### src/rtl/icdt_pkg.sv
// constants and types shared by the instruction decode and cycle timing logic
package icdt_pkg;

  localparam int unsigned WORD_W    = 14;
  localparam int unsigned FADDR_W   = 7;
  localparam int unsigned LIT_W     = 11;

  // oscillator clocks per instruction cycle and phase positions
  localparam int unsigned Q_PER_CYC = 4;
  localparam logic [1:0]  Q_FIRST   = 2'h0;
  localparam logic [1:0]  Q_READ    = 2'h1;
  localparam logic [1:0]  Q_PRE_WR  = 2'h2;
  localparam logic [1:0]  Q_LAST    = 2'h3;

  // value held in the instruction register after reset (no-operation)
  localparam logic [13:0] WORD_RST  = 14'h0000;

  // top-level opcode groups, bits 13:12
  localparam logic [1:0]  GRP_BYTE  = 2'h0;
  localparam logic [1:0]  GRP_BIT   = 2'h1;
  localparam logic [1:0]  GRP_FLOW  = 2'h2;
  localparam logic [1:0]  GRP_LIT   = 2'h3;

  // low bits (6:0, 6:3 or 6:5) of the control words with bits 11:7 all zero
  localparam logic [6:0]  OP_NOP    = 7'h00;
  localparam logic [6:0]  OP_RETURN = 7'h08;
  localparam logic [6:0]  OP_RET_INT     = 7'h09;
  localparam logic [6:0]  OP_CALL_WREG   = 7'h0A;
  localparam logic [6:0]  OP_BRANCH_WREG = 7'h0B;
  localparam logic [3:0]  OP_MOVIW  = 4'h2;
  localparam logic [3:0]  OP_MOVWI  = 4'h3;
  localparam logic [1:0]  OP_MOVLB  = 2'h1;

  // bits 11:8 of byte and literal-group words
  localparam logic [3:0]  OP_MOVWF  = 4'h0;
  localparam logic [3:0]  OP_CLR    = 4'h1;
  localparam logic [3:0]  OP_DEC_SKIP = 4'hB;
  localparam logic [3:0]  OP_INC_SKIP = 4'hF;
  localparam logic [3:0]  OP_RET_LIT  = 4'h4;
  localparam logic [3:0]  OP_PTR_IMM  = 4'h1;
  localparam logic [3:0]  OP_IDXOFS = 4'hF;

  // file addresses of the two indirect access registers share these upper bits
  localparam logic [5:0]  IND_ADDR_HI = 6'h00;

  // pointer update modes carried in the ptr_mode field
  localparam logic [1:0]  PM_PRE_INC  = 2'h0;
  localparam logic [1:0]  PM_PRE_DEC  = 2'h1;
  localparam logic [1:0]  PM_POST_INC = 2'h2;
  localparam logic [1:0]  PM_POST_DEC = 2'h3;

  typedef enum logic [1:0] {
    CLS_BYTE,
    CLS_BIT,
    CLS_LITCTL
  } icdt_class_t;

endpackage : icdt_pkg

### src/rtl/icdt_decode.sv
// combinational classification and field split of one instruction word
`timescale 1ns/100ps
module icdt_decode (
  // instruction word
  input  wire logic [13:0]         word,
  // classification
  output icdt_pkg::icdt_class_t    cls,
  output logic                     flow,
  output logic                     skip,
  output logic                     illegal,
  // operand fields
  output logic [6:0]               file_addr,
  output logic                     dest_file,
  output logic [2:0]               bit_sel,
  output logic [10:0]              literal,
  output logic                     ptr_num,
  output logic [1:0]               ptr_mode,
  // data path needs
  output logic                     refs_indirect_access_register,
  output logic                     needs_rd,
  output logic                     writes_file,
  output logic                     writes_w
);

  logic byte_op;
  logic ptr_mem;

  always_comb begin
    cls         = icdt_pkg::CLS_LITCTL;
    flow        = 1'b0;
    skip        = 1'b0;
    illegal     = 1'b0;
    dest_file   = word[7];
    file_addr   = word[6:0];
    bit_sel     = word[9:7];
    literal     = word[10:0];
    ptr_num     = word[2];
    ptr_mode    = word[1:0];
    needs_rd    = 1'b0;
    writes_file = 1'b0;
    writes_w    = 1'b0;
    byte_op     = 1'b0;
    ptr_mem     = 1'b0;
    unique case (word[13:12])
      icdt_pkg::GRP_BYTE: begin
        if (word[11:7] == 5'h00) begin
          dest_file = 1'b0;
          if (word[6:0] == icdt_pkg::OP_NOP) begin
            flow = 1'b0;
          end else if (word[6:0] == icdt_pkg::OP_RETURN || word[6:0] == icdt_pkg::OP_RET_INT
                       || word[6:0] == icdt_pkg::OP_CALL_WREG
                       || word[6:0] == icdt_pkg::OP_BRANCH_WREG) begin
            flow = 1'b1;
          end else if (word[6:3] == icdt_pkg::OP_MOVIW) begin
            ptr_mem  = 1'b1;
            writes_w = 1'b1;
          end else if (word[6:3] == icdt_pkg::OP_MOVWI) begin
            ptr_mem  = 1'b1;
          end else if (word[6:5] == icdt_pkg::OP_MOVLB) begin
            flow = 1'b0;
          end else begin
            illegal = 1'b1;
          end
        end else begin
          byte_op = 1'b1;
        end
      end
      icdt_pkg::GRP_BIT: begin
        cls         = icdt_pkg::CLS_BIT;
        dest_file   = 1'b1;
        needs_rd    = 1'b1;
        writes_file = ~word[11];
        skip        = word[11];
      end
      icdt_pkg::GRP_FLOW: begin
        flow = 1'b1;
      end
      icdt_pkg::GRP_LIT: begin
        dest_file = 1'b0;
        unique case (word[11:8])
          4'h5, 4'h6, 4'h7, 4'hB, 4'hD: byte_op = 1'b1;
          4'h2, 4'h3:                   flow = 1'b1;
          icdt_pkg::OP_RET_LIT: begin
            flow     = 1'b1;
            writes_w = 1'b1;
          end
          4'h0, 4'h8, 4'h9, 4'hC, 4'hE: writes_w = 1'b1;
          icdt_pkg::OP_PTR_IMM:         ptr_num = word[6];
          icdt_pkg::OP_IDXOFS: begin
            ptr_num  = word[6];
            ptr_mem  = 1'b1;
            writes_w = ~word[7];
          end
          default:                      illegal = 1'b1;
        endcase
      end
    endcase
    if (byte_op) begin
      cls         = icdt_pkg::CLS_BYTE;
      dest_file   = word[7];
      needs_rd    = (word[11:8] != icdt_pkg::OP_MOVWF);
      writes_file = word[7];
      writes_w    = ~word[7];
      skip        = (word[13:12] == icdt_pkg::GRP_BYTE)
                    && (word[11:8] == icdt_pkg::OP_DEC_SKIP
                        || word[11:8] == icdt_pkg::OP_INC_SKIP);
      if (word[13:12] == icdt_pkg::GRP_BYTE && word[11:8] == icdt_pkg::OP_CLR && !word[7]) begin
        file_addr = 7'h00;
        needs_rd  = 1'b0;
      end
    end
    refs_indirect_access_register = ptr_mem;
    // a plain store through the indirect register is an access too
    if ((byte_op || cls == icdt_pkg::CLS_BIT) && file_addr[6:1] == icdt_pkg::IND_ADDR_HI
        && (needs_rd || writes_file)) begin
      refs_indirect_access_register = 1'b1;
      ptr_num   = file_addr[0];
    end
  end

endmodule : icdt_decode

### src/rtl/icdt_core.sv
// instruction fetch, decode and instruction-cycle sequencing
`timescale 1ns/100ps
module icdt_core (
  // clock and reset
  input  wire logic                  clk_sys,
  input  wire logic                  rst,
  // program memory side
  input  wire logic [13:0]           prog_data,
  output logic                       instr_take,
  // execution side status
  input  wire logic                  cond_true,
  input  wire logic [1:0]            ptr_msb,
  // cycle timing
  output logic [1:0]                 q_phase,
  output logic                       icyc_end,
  output logic                       nop_cycle,
  output logic [1:0]                 instr_cycles,
  // register file strobes
  output logic                       file_rd,
  output logic                       file_wr,
  output logic                       w_wr,
  // decoded instruction
  output icdt_pkg::icdt_class_t      cls,
  output logic [6:0]                 file_addr,
  output logic                       dest_file,
  output logic [2:0]                 bit_sel,
  output logic [10:0]                literal,
  output logic                       ptr_num,
  output logic [1:0]                 ptr_mode,
  output logic                       illegal
);

  typedef enum logic [1:0] {
    ST_EXEC,
    ST_INDIRECT_ACCESS_REGISTER,
    ST_NOP
  } icdt_state_t;

  icdt_state_t           state;
  icdt_state_t           next_state;
  logic [1:0]            next_q_phase;
  logic [1:0]            cyc_cnt;
  logic [1:0]            next_cyc_cnt;
  logic                  flow;
  logic                  skip;
  logic                  refs_indirect_access_register;
  logic                  needs_rd;
  logic                  writes_file;
  logic                  writes_w;
  logic                  load;
  logic                  penalty;
  logic                  data_last;
  logic                  next_instr_take;
  logic                  next_icyc_end;
  logic                  next_nop_cycle;
  logic [1:0]            next_instr_cycles;
  logic                  next_file_rd;
  logic                  next_file_wr;
  logic                  next_w_wr;

  // decoded fields of the word about to be loaded
  icdt_pkg::icdt_class_t d_cls;
  logic                  d_flow;
  logic                  d_skip;
  logic                  d_illegal;
  logic [6:0]            d_file_addr;
  logic                  d_dest_file;
  logic [2:0]            d_bit_sel;
  logic [10:0]           d_literal;
  logic                  d_ptr_num;
  logic [1:0]            d_ptr_mode;
  logic                  d_refs_indirect_access_register;
  logic                  d_needs_rd;
  logic                  d_writes_file;
  logic                  d_writes_w;

  icdt_decode u_decode (
    .word        (prog_data),
    .cls         (d_cls),
    .flow        (d_flow),
    .skip        (d_skip),
    .illegal     (d_illegal),
    .file_addr   (d_file_addr),
    .dest_file   (d_dest_file),
    .bit_sel     (d_bit_sel),
    .literal     (d_literal),
    .ptr_num     (d_ptr_num),
    .ptr_mode    (d_ptr_mode),
    .refs_indirect_access_register   (d_refs_indirect_access_register),
    .needs_rd    (d_needs_rd),
    .writes_file (d_writes_file),
    .writes_w    (d_writes_w)
  );

  // sequencing: the next word is taken on the last edge of the final cycle
  always_comb begin
    next_q_phase = q_phase + 2'h1;
    // top bit of the selected pointer costs one cycle
    penalty      = refs_indirect_access_register && ptr_msb[ptr_num];
    data_last    = (state == ST_INDIRECT_ACCESS_REGISTER) || (state == ST_EXEC && !penalty);
    next_state   = state;
    if (q_phase == icdt_pkg::Q_LAST) begin
      unique case (state)
        ST_EXEC: begin
          if (penalty) begin
            next_state = ST_INDIRECT_ACCESS_REGISTER;
          // second cycle only on flow change or true test
          end else if (flow || (skip && cond_true)) begin
            next_state = ST_NOP;
          end else begin
            next_state = ST_EXEC;
          end
        end
        ST_INDIRECT_ACCESS_REGISTER: next_state = (flow || (skip && cond_true)) ? ST_NOP : ST_EXEC;
        ST_NOP:  next_state = ST_EXEC;
      endcase
    end
    load              = (q_phase == icdt_pkg::Q_LAST) && (next_state == ST_EXEC);
    next_cyc_cnt      = cyc_cnt;
    next_instr_cycles = instr_cycles;
    if (q_phase == icdt_pkg::Q_LAST) begin
      next_cyc_cnt = load ? 2'h0 : cyc_cnt + 2'h1;
      if (load) begin
        next_instr_cycles = cyc_cnt + 2'h1;
      end
    end
    next_instr_take = load;
    next_icyc_end   = (next_q_phase == icdt_pkg::Q_LAST);
    next_nop_cycle  = (next_state == ST_NOP);
    // read early in the first cycle, store at the end of the data cycle
    next_file_rd    = (state == ST_EXEC) && (next_q_phase == icdt_pkg::Q_READ) && needs_rd;
    // result steered by the destination bit
    next_file_wr    = data_last && (next_q_phase == icdt_pkg::Q_LAST) && writes_file;
    next_w_wr       = data_last && (next_q_phase == icdt_pkg::Q_LAST) && writes_w;
    if (next_state != state && q_phase == icdt_pkg::Q_LAST) begin
      next_file_wr = 1'b0;
      next_w_wr    = 1'b0;
    end
  end

  always_ff @(posedge clk_sys) begin
    if (rst) begin
      state        <= ST_EXEC;
      q_phase      <= icdt_pkg::Q_FIRST;
      cyc_cnt      <= 2'h0;
      instr_cycles <= 2'h1;
      instr_take   <= 1'b0;
      icyc_end     <= 1'b0;
      nop_cycle    <= 1'b0;
      file_rd      <= 1'b0;
      file_wr      <= 1'b0;
      w_wr         <= 1'b0;
    end else begin
      state        <= next_state;
      q_phase      <= next_q_phase;
      cyc_cnt      <= next_cyc_cnt;
      instr_cycles <= next_instr_cycles;
      instr_take   <= next_instr_take;
      icyc_end     <= next_icyc_end;
      nop_cycle    <= next_nop_cycle;
      file_rd      <= next_file_rd;
      file_wr      <= next_file_wr;
      w_wr         <= next_w_wr;
    end
  end

  // instruction register holds the decoded word for its whole life
  always_ff @(posedge clk_sys) begin
    if (rst) begin
      cls         <= icdt_pkg::CLS_LITCTL;
      flow        <= 1'b0;
      skip        <= 1'b0;
      illegal     <= 1'b0;
      file_addr   <= 7'h00;
      dest_file   <= 1'b0;
      bit_sel     <= 3'h0;
      literal     <= 11'h000;
      ptr_num     <= 1'b0;
      ptr_mode    <= icdt_pkg::PM_PRE_INC;
      refs_indirect_access_register   <= 1'b0;
      needs_rd    <= 1'b0;
      writes_file <= 1'b0;
      writes_w    <= 1'b0;
    end else if (load) begin
      cls         <= d_cls;
      flow        <= d_flow;
      skip        <= d_skip;
      illegal     <= d_illegal;
      file_addr   <= d_file_addr;
      dest_file   <= d_dest_file;
      bit_sel     <= d_bit_sel;
      literal     <= d_literal;
      ptr_num     <= d_ptr_num;
      ptr_mode    <= d_ptr_mode;
      refs_indirect_access_register   <= d_refs_indirect_access_register;
      // an unlisted word moves no data
      needs_rd    <= d_needs_rd && !d_illegal;
      writes_file <= d_writes_file && !d_illegal;
      writes_w    <= d_writes_w && !d_illegal;
    end
  end

  property p_phase_wrap;
    @(posedge clk_sys) disable iff (rst) q_phase == 2'h3 |=> q_phase == 2'h0;
  endproperty
  a_phase_wrap: assert property (p_phase_wrap) else $error("phase did not wrap");

  property p_end_spacing;
    @(posedge clk_sys) disable iff (rst) icyc_end |=> !icyc_end [*3] ##1 icyc_end;
  endproperty
  a_end_spacing: assert property (p_end_spacing) else $error("cycle end spacing wrong");

  property p_dest;
    @(posedge clk_sys) disable iff (rst) file_wr |-> dest_file && !w_wr && q_phase == 2'h3;
  endproperty
  a_dest: assert property (p_dest) else $error("file store without destination bit");

  property p_flow_nop;
    @(posedge clk_sys) disable iff (rst)
      state == ST_EXEC && q_phase == 2'h3 && flow && !penalty |=> nop_cycle [*4] ##1 !nop_cycle;
  endproperty
  a_flow_nop: assert property (p_flow_nop) else $error("flow change not two cycles");

  property p_skip_false;
    @(posedge clk_sys) disable iff (rst)
      state == ST_EXEC && q_phase == 2'h3 && skip && !cond_true && !penalty |=> instr_take;
  endproperty
  a_skip_false: assert property (p_skip_false) else $error("untaken skip stalled");

  property p_indirect_access_register_pen;
    @(posedge clk_sys) disable iff (rst)
      state == ST_EXEC && q_phase == 2'h3 && refs_indirect_access_register && ptr_msb[ptr_num]
      |=> state == ST_INDIRECT_ACCESS_REGISTER && !instr_take;
  endproperty
  a_indirect_access_register_pen: assert property (p_indirect_access_register_pen) else $error("indirect penalty missing");

  property p_single;
    @(posedge clk_sys) disable iff (rst)
      instr_take && !flow && !skip && !refs_indirect_access_register |-> ##4 instr_take && instr_cycles == 2'h1;
  endproperty
  a_single: assert property (p_single) else $error("plain instruction not one cycle");

  property p_illegal_quiet;
    @(posedge clk_sys) disable iff (rst) illegal |-> !file_wr && !w_wr && !file_rd;
  endproperty
  a_illegal_quiet: assert property (p_illegal_quiet) else $error("unlisted word moved data");

  property p_rd_then_wr;
    @(posedge clk_sys) disable iff (rst) file_wr && state == ST_EXEC && needs_rd |-> $past(file_rd, 2);
  endproperty
  a_rd_then_wr: assert property (p_rd_then_wr) else $error("store without earlier read");

  c_nop: cover property (@(posedge clk_sys) disable iff (rst) $rose(nop_cycle));
  c_indirect_access_register: cover property (@(posedge clk_sys) disable iff (rst) state == ST_INDIRECT_ACCESS_REGISTER);
  c_illegal: cover property (@(posedge clk_sys) disable iff (rst) illegal && instr_take);

endmodule : icdt_core

### config.mk
export PLATFORM = sky130hd
export DESIGN_NAME = icdt_core
export DESIGN_NICKNAME = d
export VERILOG_FILES = /design/src/rtl/icdt_pkg.sv /design/src/rtl/icdt_decode.sv /design/src/rtl/icdt_core.sv
export SDC_FILE = /design/constraint.sdc
export NUM_CORES = 1
export LEC_CHECK = 0
export BUFFER_PORTS_ARGS = -buffer_cell sky130_fd_sc_hd__buf_2
export CAP_MARGIN = 20
export CELL_PAD_IN_SITES_DETAIL_PLACEMENT = 0
export CELL_PAD_IN_SITES_GLOBAL_PLACEMENT = 1
export CORE_MARGIN = 2
export CORE_UTILIZATION = 38
export CTS_CLUSTER_DIAMETER = 120
export CTS_CLUSTER_SIZE = 14
export DETAILED_ROUTE_END_ITERATION = 6
export PLACE_DENSITY = 0.79
export SLEW_MARGIN = 20
export SYNTH_ARGS = -nofsm -noshare
export SYNTH_HDL_FRONTEND = slang
export SYNTH_SLANG_ARGS = --single-unit
### constraint.sdc
create_clock -name clk_sys -period 2.6 [get_ports clk_sys]
set_input_delay 0.13 -clock clk_sys [delete_from_list [all_inputs] [get_ports clk_sys]]
set_output_delay 0.13 -clock clk_sys [all_outputs]
set_load 0.03 [all_outputs]
---- Word-level counts from Yosys, hierarchy flattened ----
Cells that the tools add are included.
word-level totals
  register bits ........................... 48
  bits of input ports ..................... 19
operators by class
  $add $sub $neg .......................... 2
  order comparisons ....................... 1
  equal/unequal tests ..................... 32
  multiplexer cells ....................... 55
  bitwise operators ....................... 2
  reduce and logical (&&, ||, !) cells .... 44
operator list
  cell                                                                    number
  1-bit two-way mux                                                       39
  4-bit equality test (second input constant)                             7
  7-bit by 4-bit equality test with 1-bit output (second input constant)  4
  1-bit logical AND                                                       18
  4-bit by 2-bit equality test with 1-bit output (second input constant)  4
  4-bit by 3-bit equality test with 1-bit output (second input constant)  4
  15-bit OR reduction                                                     1
  7-bit two-way mux                                                       2
  2-bit equality test (second input constant)                             6
  2-bit two-way mux                                                       6
  2-bit by 1-bit equality test with 1-bit output (second input constant)  5
  1-bit case mux with 2 select lines                                      5
  1-bit logical OR                                                        8
  7-bit logical NOT                                                       1
  2-bit logical NOT                                                       3
  6-bit logical NOT                                                       1
  1-bit case mux with 3 select lines                                      2
  2-bit case mux with 3 select lines                                      1
  6-bit OR reduction                                                      1
  5-bit logical NOT                                                       1
  5-bit OR reduction                                                      1
  2-bit by 1-bit adder with 2-bit output (second input constant)          2
  4-bit by 1-bit equality test with 1-bit output (second input constant)  1
  4-bit logical NOT                                                       1
  other kinds (8)                                                         12

---- Logic depth before layout (Yosys ltp) ----
  depth in word-level cells ............... 10
  depth in mapped cells ................... 9

---- By module ----
A second synthesis with hierarchy kept.
unflattened totals
  cell total of the unflattened synthesis .. 309
  area, all modules ....................... 2576.2 um^2
by module, submodules not included
  module       times used  cells each  area each (um^2)
  icdt_core    1           212         1861.8
  icdt_decode  1           97          714.4

---- Worst setup path before layout ----
No wires, ideal clock.
  path type ............................... reg2reg
  start ................................... register state[0]
  end ..................................... register instr_cycles[0]
  setup time .............................. 0.120 ns
  data arrival time ....................... 1.876 ns
  slack ................................... 0.604 ns
  stages on the path, launching flop included .. 9
  buffers on the path ..................... 2
  period minus slack after synthesis ...... 1.996 ns
  cells stage by stage .................... dfxtp_1 -> inv_1 -> ha_1 -> nor2b_1 -> o32ai_1 -> or2_2 -> clkbuf_1 -> clkbuf_1 -> a211o_1
on the way
  longest elaborated chain between the ends .. 6
  elaborated cells between the ends (all ways) .. 8
  classes of those cells .................. eq/ne (2); mux (2); reduce/logical (4)
ends and longest elaborated chain
  element                                      line              text
  start: declaration                           icdt_core.sv:39   icdt_state_t state;
  start signal: assignment                     icdt_core.sv:154  state <= next_state;
  2-bit equality test (tied with other cells)  icdt_core.sv:103  unique case (state)
  2-bit case mux with 3 select lines           icdt_core.sv:103
  2-bit two-way mux (*)                        icdt_core.sv:102  if (q_phase == icdt_pkg::Q_LAST) begin
  2-bit logical NOT (*)                        icdt_core.sv:118  load = (q_phase == icdt_pkg::Q_LAST) && (next_state == ST_EXEC);
  1-bit logical AND (*)                        icdt_core.sv:118
  2-bit AND reduction (no source line) (*)     --
  end signal: assignment                       icdt_core.sv:157  instr_cycles <= next_instr_cycles;
  end: declaration                             icdt_core.sv:17   output logic [1:0] instr_cycles,
Mark *: on every way between the ends. The rest lies on a longest branch, timed or not.
A chain may end at the register's enable or synchronous reset.

---- Worst setup path after layout ----
Same ends and word-level chain as after synthesis.

==> implementation parameters <==
Parameter                              Value

GRT
  Largest net degree at the start of global routing    46
  Global-route usage over all layers    0.165
  Initial antenna violation count    0
  Global-route wire length before repair    8220 um
  Vias in the first global route    1734
  Overall overflow remaining after global route    0

Synthesis
  Number of enable-type register cells in the synthesized netlist    0
  Area share of xor/xnor cells in the synthesized design    0.00409
  Multiplexer share of the synthesized area    0.0245
  Post-Syn Instances    265
  Async set or reset register ratio after synthesis    0
  Compound-gate portion of the synthesized area    0.189
  Cell taking the most area after synthesis    sky130_fd_sc_hd__dfxtp_1
  Count of synthesis-stage warnings from yosys    0
  Count leader, synth    sky130_fd_sc_hd__dfxtp_1
  Synthesized area divided by synthesized cell count    8.09 um^2
  Sequential fraction of the synthesis area    0.402
  Post-Synth Simple-Gate Area    0.255
  Largest family of logic cells by synthesized area    simple AND/OR/NAND/NOR gates
  Proportion of netlist area held by the largest area contributor    0.402
  Flop and latch count out of synthesis    43
  Synthesized-area fraction occupied by adder cells    0.0525
  Ranking of synthesized cells by instance count    sky130_fd_sc_hd__dfxtp_1, sky130_fd_sc_hd__nand2_1, sky130_fd_sc_hd__a21oi_1, sky130_fd_sc_hd__clkbuf_1, sky130_fd_sc_hd__nor2_1
  Most used flip-flop cell after synthesis    sky130_fd_sc_hd__dfxtp_1
  Ranking of synthesized cells by area    sky130_fd_sc_hd__dfxtp_1, sky130_fd_sc_hd__a21oi_1, sky130_fd_sc_hd__nand2_1
  Number of distinct library cells after synthesis    45
  Net count of the mapped netlist    293
  Area of the mapped netlist    2140 um^2

Clocking
  CTS Buffer Depth    2
  # hold bufs at CTS    0
  Total clock buffers created by CTS    5
  Clock transition at path regs    80 ps
  CTS Sinks    43
  CTS resizes    0
  Root Buffer Master    sky130_fd_sc_hd__clkbuf_8
  CTS H-Tree Depth    2
  Post-CTS setup buffers    0
  Clock tree from TritonCTS    built
  Clock insertion delay at the later pin of the skew report    290 ps

Critical path
  Worst Path Arrival    2470 ps
  Flop-to-flop setup slack    320 ps
  CP endpoint kind    flop
  Worst setup path startpoint    state[0]
  Critical path start-end classification    reg -> reg
  Maximum net fanout on the critical path    35
  Critical R2R Launch    state[0]
  Setup crit start kind    flop
  Worst reg2reg endpoint    instr_cycles[0]
  Cell count of the worst reg-to-reg path    6
  Req. time, crit path    2790 ps

Die
  Core Rows    27
  Starting density of the core    0.392
  Die Height    79.1 um
  # IOs    57
  Horizontal extent of the die    79.1 um
  Placeable core area    5470 um^2
  Floorplan die area    6260 um^2

Pwr
  Leakage component of the power    1.03 nW
  Power per standard cell area    555 nW/um^2
  Largest vdd supply drop    0.424 mV
  Power consumption    1.40 mW

Routing
  Remaining antenna violation count after routing    0
  Total wire length after detailed routing    4980 um
  Routed len/inst    13.2 um
  Post-detailed-route via-to-cell ratio    5.15
  Violation count after the first detailed-routing iteration    57
  Number of search-and-repair iterations in the first detailed-routing pass    4
  DRC    0
  Total via count in the routed design    1945

Final layout
  Layout overhead on the synthesized area    17.6%
  Proportion of layout cells with a drive suffix above 1    0.232
  Number of diodes    0
  Footprint of the multi-input gates    1130 um^2
  Final #Nets    334
  Number of fill cells    597
  Sequential Area    861 um^2

Timing
  Tightest slew margin relative to the limit    0.464
  Sum Neg Setup Slack    0 ps
  Final Hold Fails    0
  Achievable frequency    438 MHz
  Final setup viols    0
  Setup repair after global routing missed its margin    false
  Measured slew at the worst slew-check pin    804 ps
  Final Cycle Share    0.878
  Count of final max-slew check failures    0
  Worst-case clock skew    8.86 ps
  Final critical delay including setup and external delays    2280 ps

Worst hold path
  Destination of the worst hold path    literal[1]
  Startpoint of the lowest-slack hold path    prog_data[1]
  Type of the tightest min-delay check    in -> reg
  Hold Crit Depth    3

Placed design
  IO Port Bufs    56
  Global placement routability congestion    0.848
  HPWL Detailed    3540 um

Job
  Number of maximum-capacitance violations    0

Run status
  Run status    finished clean
## how the worst max path moves through the flow
stage                 endpoint  slack, ps  cells after the start
3_3_place_gp   instr_cycles[0]        400                      6
3_5_place_dp   instr_cycles[0]        340                      6
6_report       instr_cycles[0]        320                      6
5_1_grt        instr_cycles[0]        180                      6
4_1_cts        instr_cycles[0]        310                      6
2_1_floorplan  instr_cycles[0]        600                      8
## report_power, final
group          internal [mW]  switching (mW)  leakage, nW
logic                 0.0694           0.142        0.635
registers              0.680          0.0133        0.348
clock network          0.281           0.212       0.0513
## sequential cells by signal, summed over array words and instances (netlist names), 2 cells and up
register / flops
q_phase: 2
cyc_cnt: 2
file_addr: 7
cls: 2
bit_sel: 2
instr_cycles: 2
literal: 9
state: 2
## per-layer routing
layer  wire [um]  up-vias  part of all wire  GRT usage
li1            -     1003                 -          -
met1        2370      886              0.48      0.221
met2        2300       49              0.46      0.266
met3         254        7             0.051     0.0364
met4          55        0             0.011     0.0517
met5           0        -                 0          0
## metrics by stage
step                      instances   util  worst slack [ps]  instance area [um^2]  hold slack (ps)
after detailed placement        371  0.442               336                  2420              418
after global routing            378  0.461               184                  2520              107
final                           378  0.461               318                  2520              110
after global placement          371  0.442               397                  2420              412
after floorplan                 265      -               604                  2140              266
after CTS                       378  0.461               312                  2520              102
## kinds of logic after synthesis
kind of cell,count (synthesis)
flops,43
mux,5
simple gates,107
fa+ha+maj,9
compound gates,63
xor+xnor,1
buf+inv,37
## critical path, cell delays in order (launching register included)
cell and delay [ps]:
sky130_fd_sc_hd__dfxtp_1 360, sky130_fd_sc_hd__inv_1 80, sky130_fd_sc_hd__ha_1 320, sky130_fd_sc_hd__o32ai_1 430
sky130_fd_sc_hd__or2_2 620, sky130_fd_sc_hd__nor2_1 80, sky130_fd_sc_hd__a211o_1 280
## final cells by class
type,count,share of cell area
multi-input cells,185,0.447
clock buffers,6,0.0288
flip-flops and latches,43,0.341
clock inverters,1,0.0119
inverters,14,0.0208
repair buffers,57,0.114
well taps,72,0.0357
## cells in the final DEF, fill, tap and decap left out, drive strengths merged, types with 4 or more instances in the layout
master / instances
o21ai: 4
nand3: 10
nor2b: 5
or3: 7
a21oi: 33
inv: 14
nand2: 40
or4: 5
nand3b: 6
nor2: 18
clkbuf: 6
dfxtp: 43
ha: 9
buf: 57
Power figures use the tool's default switching activity.
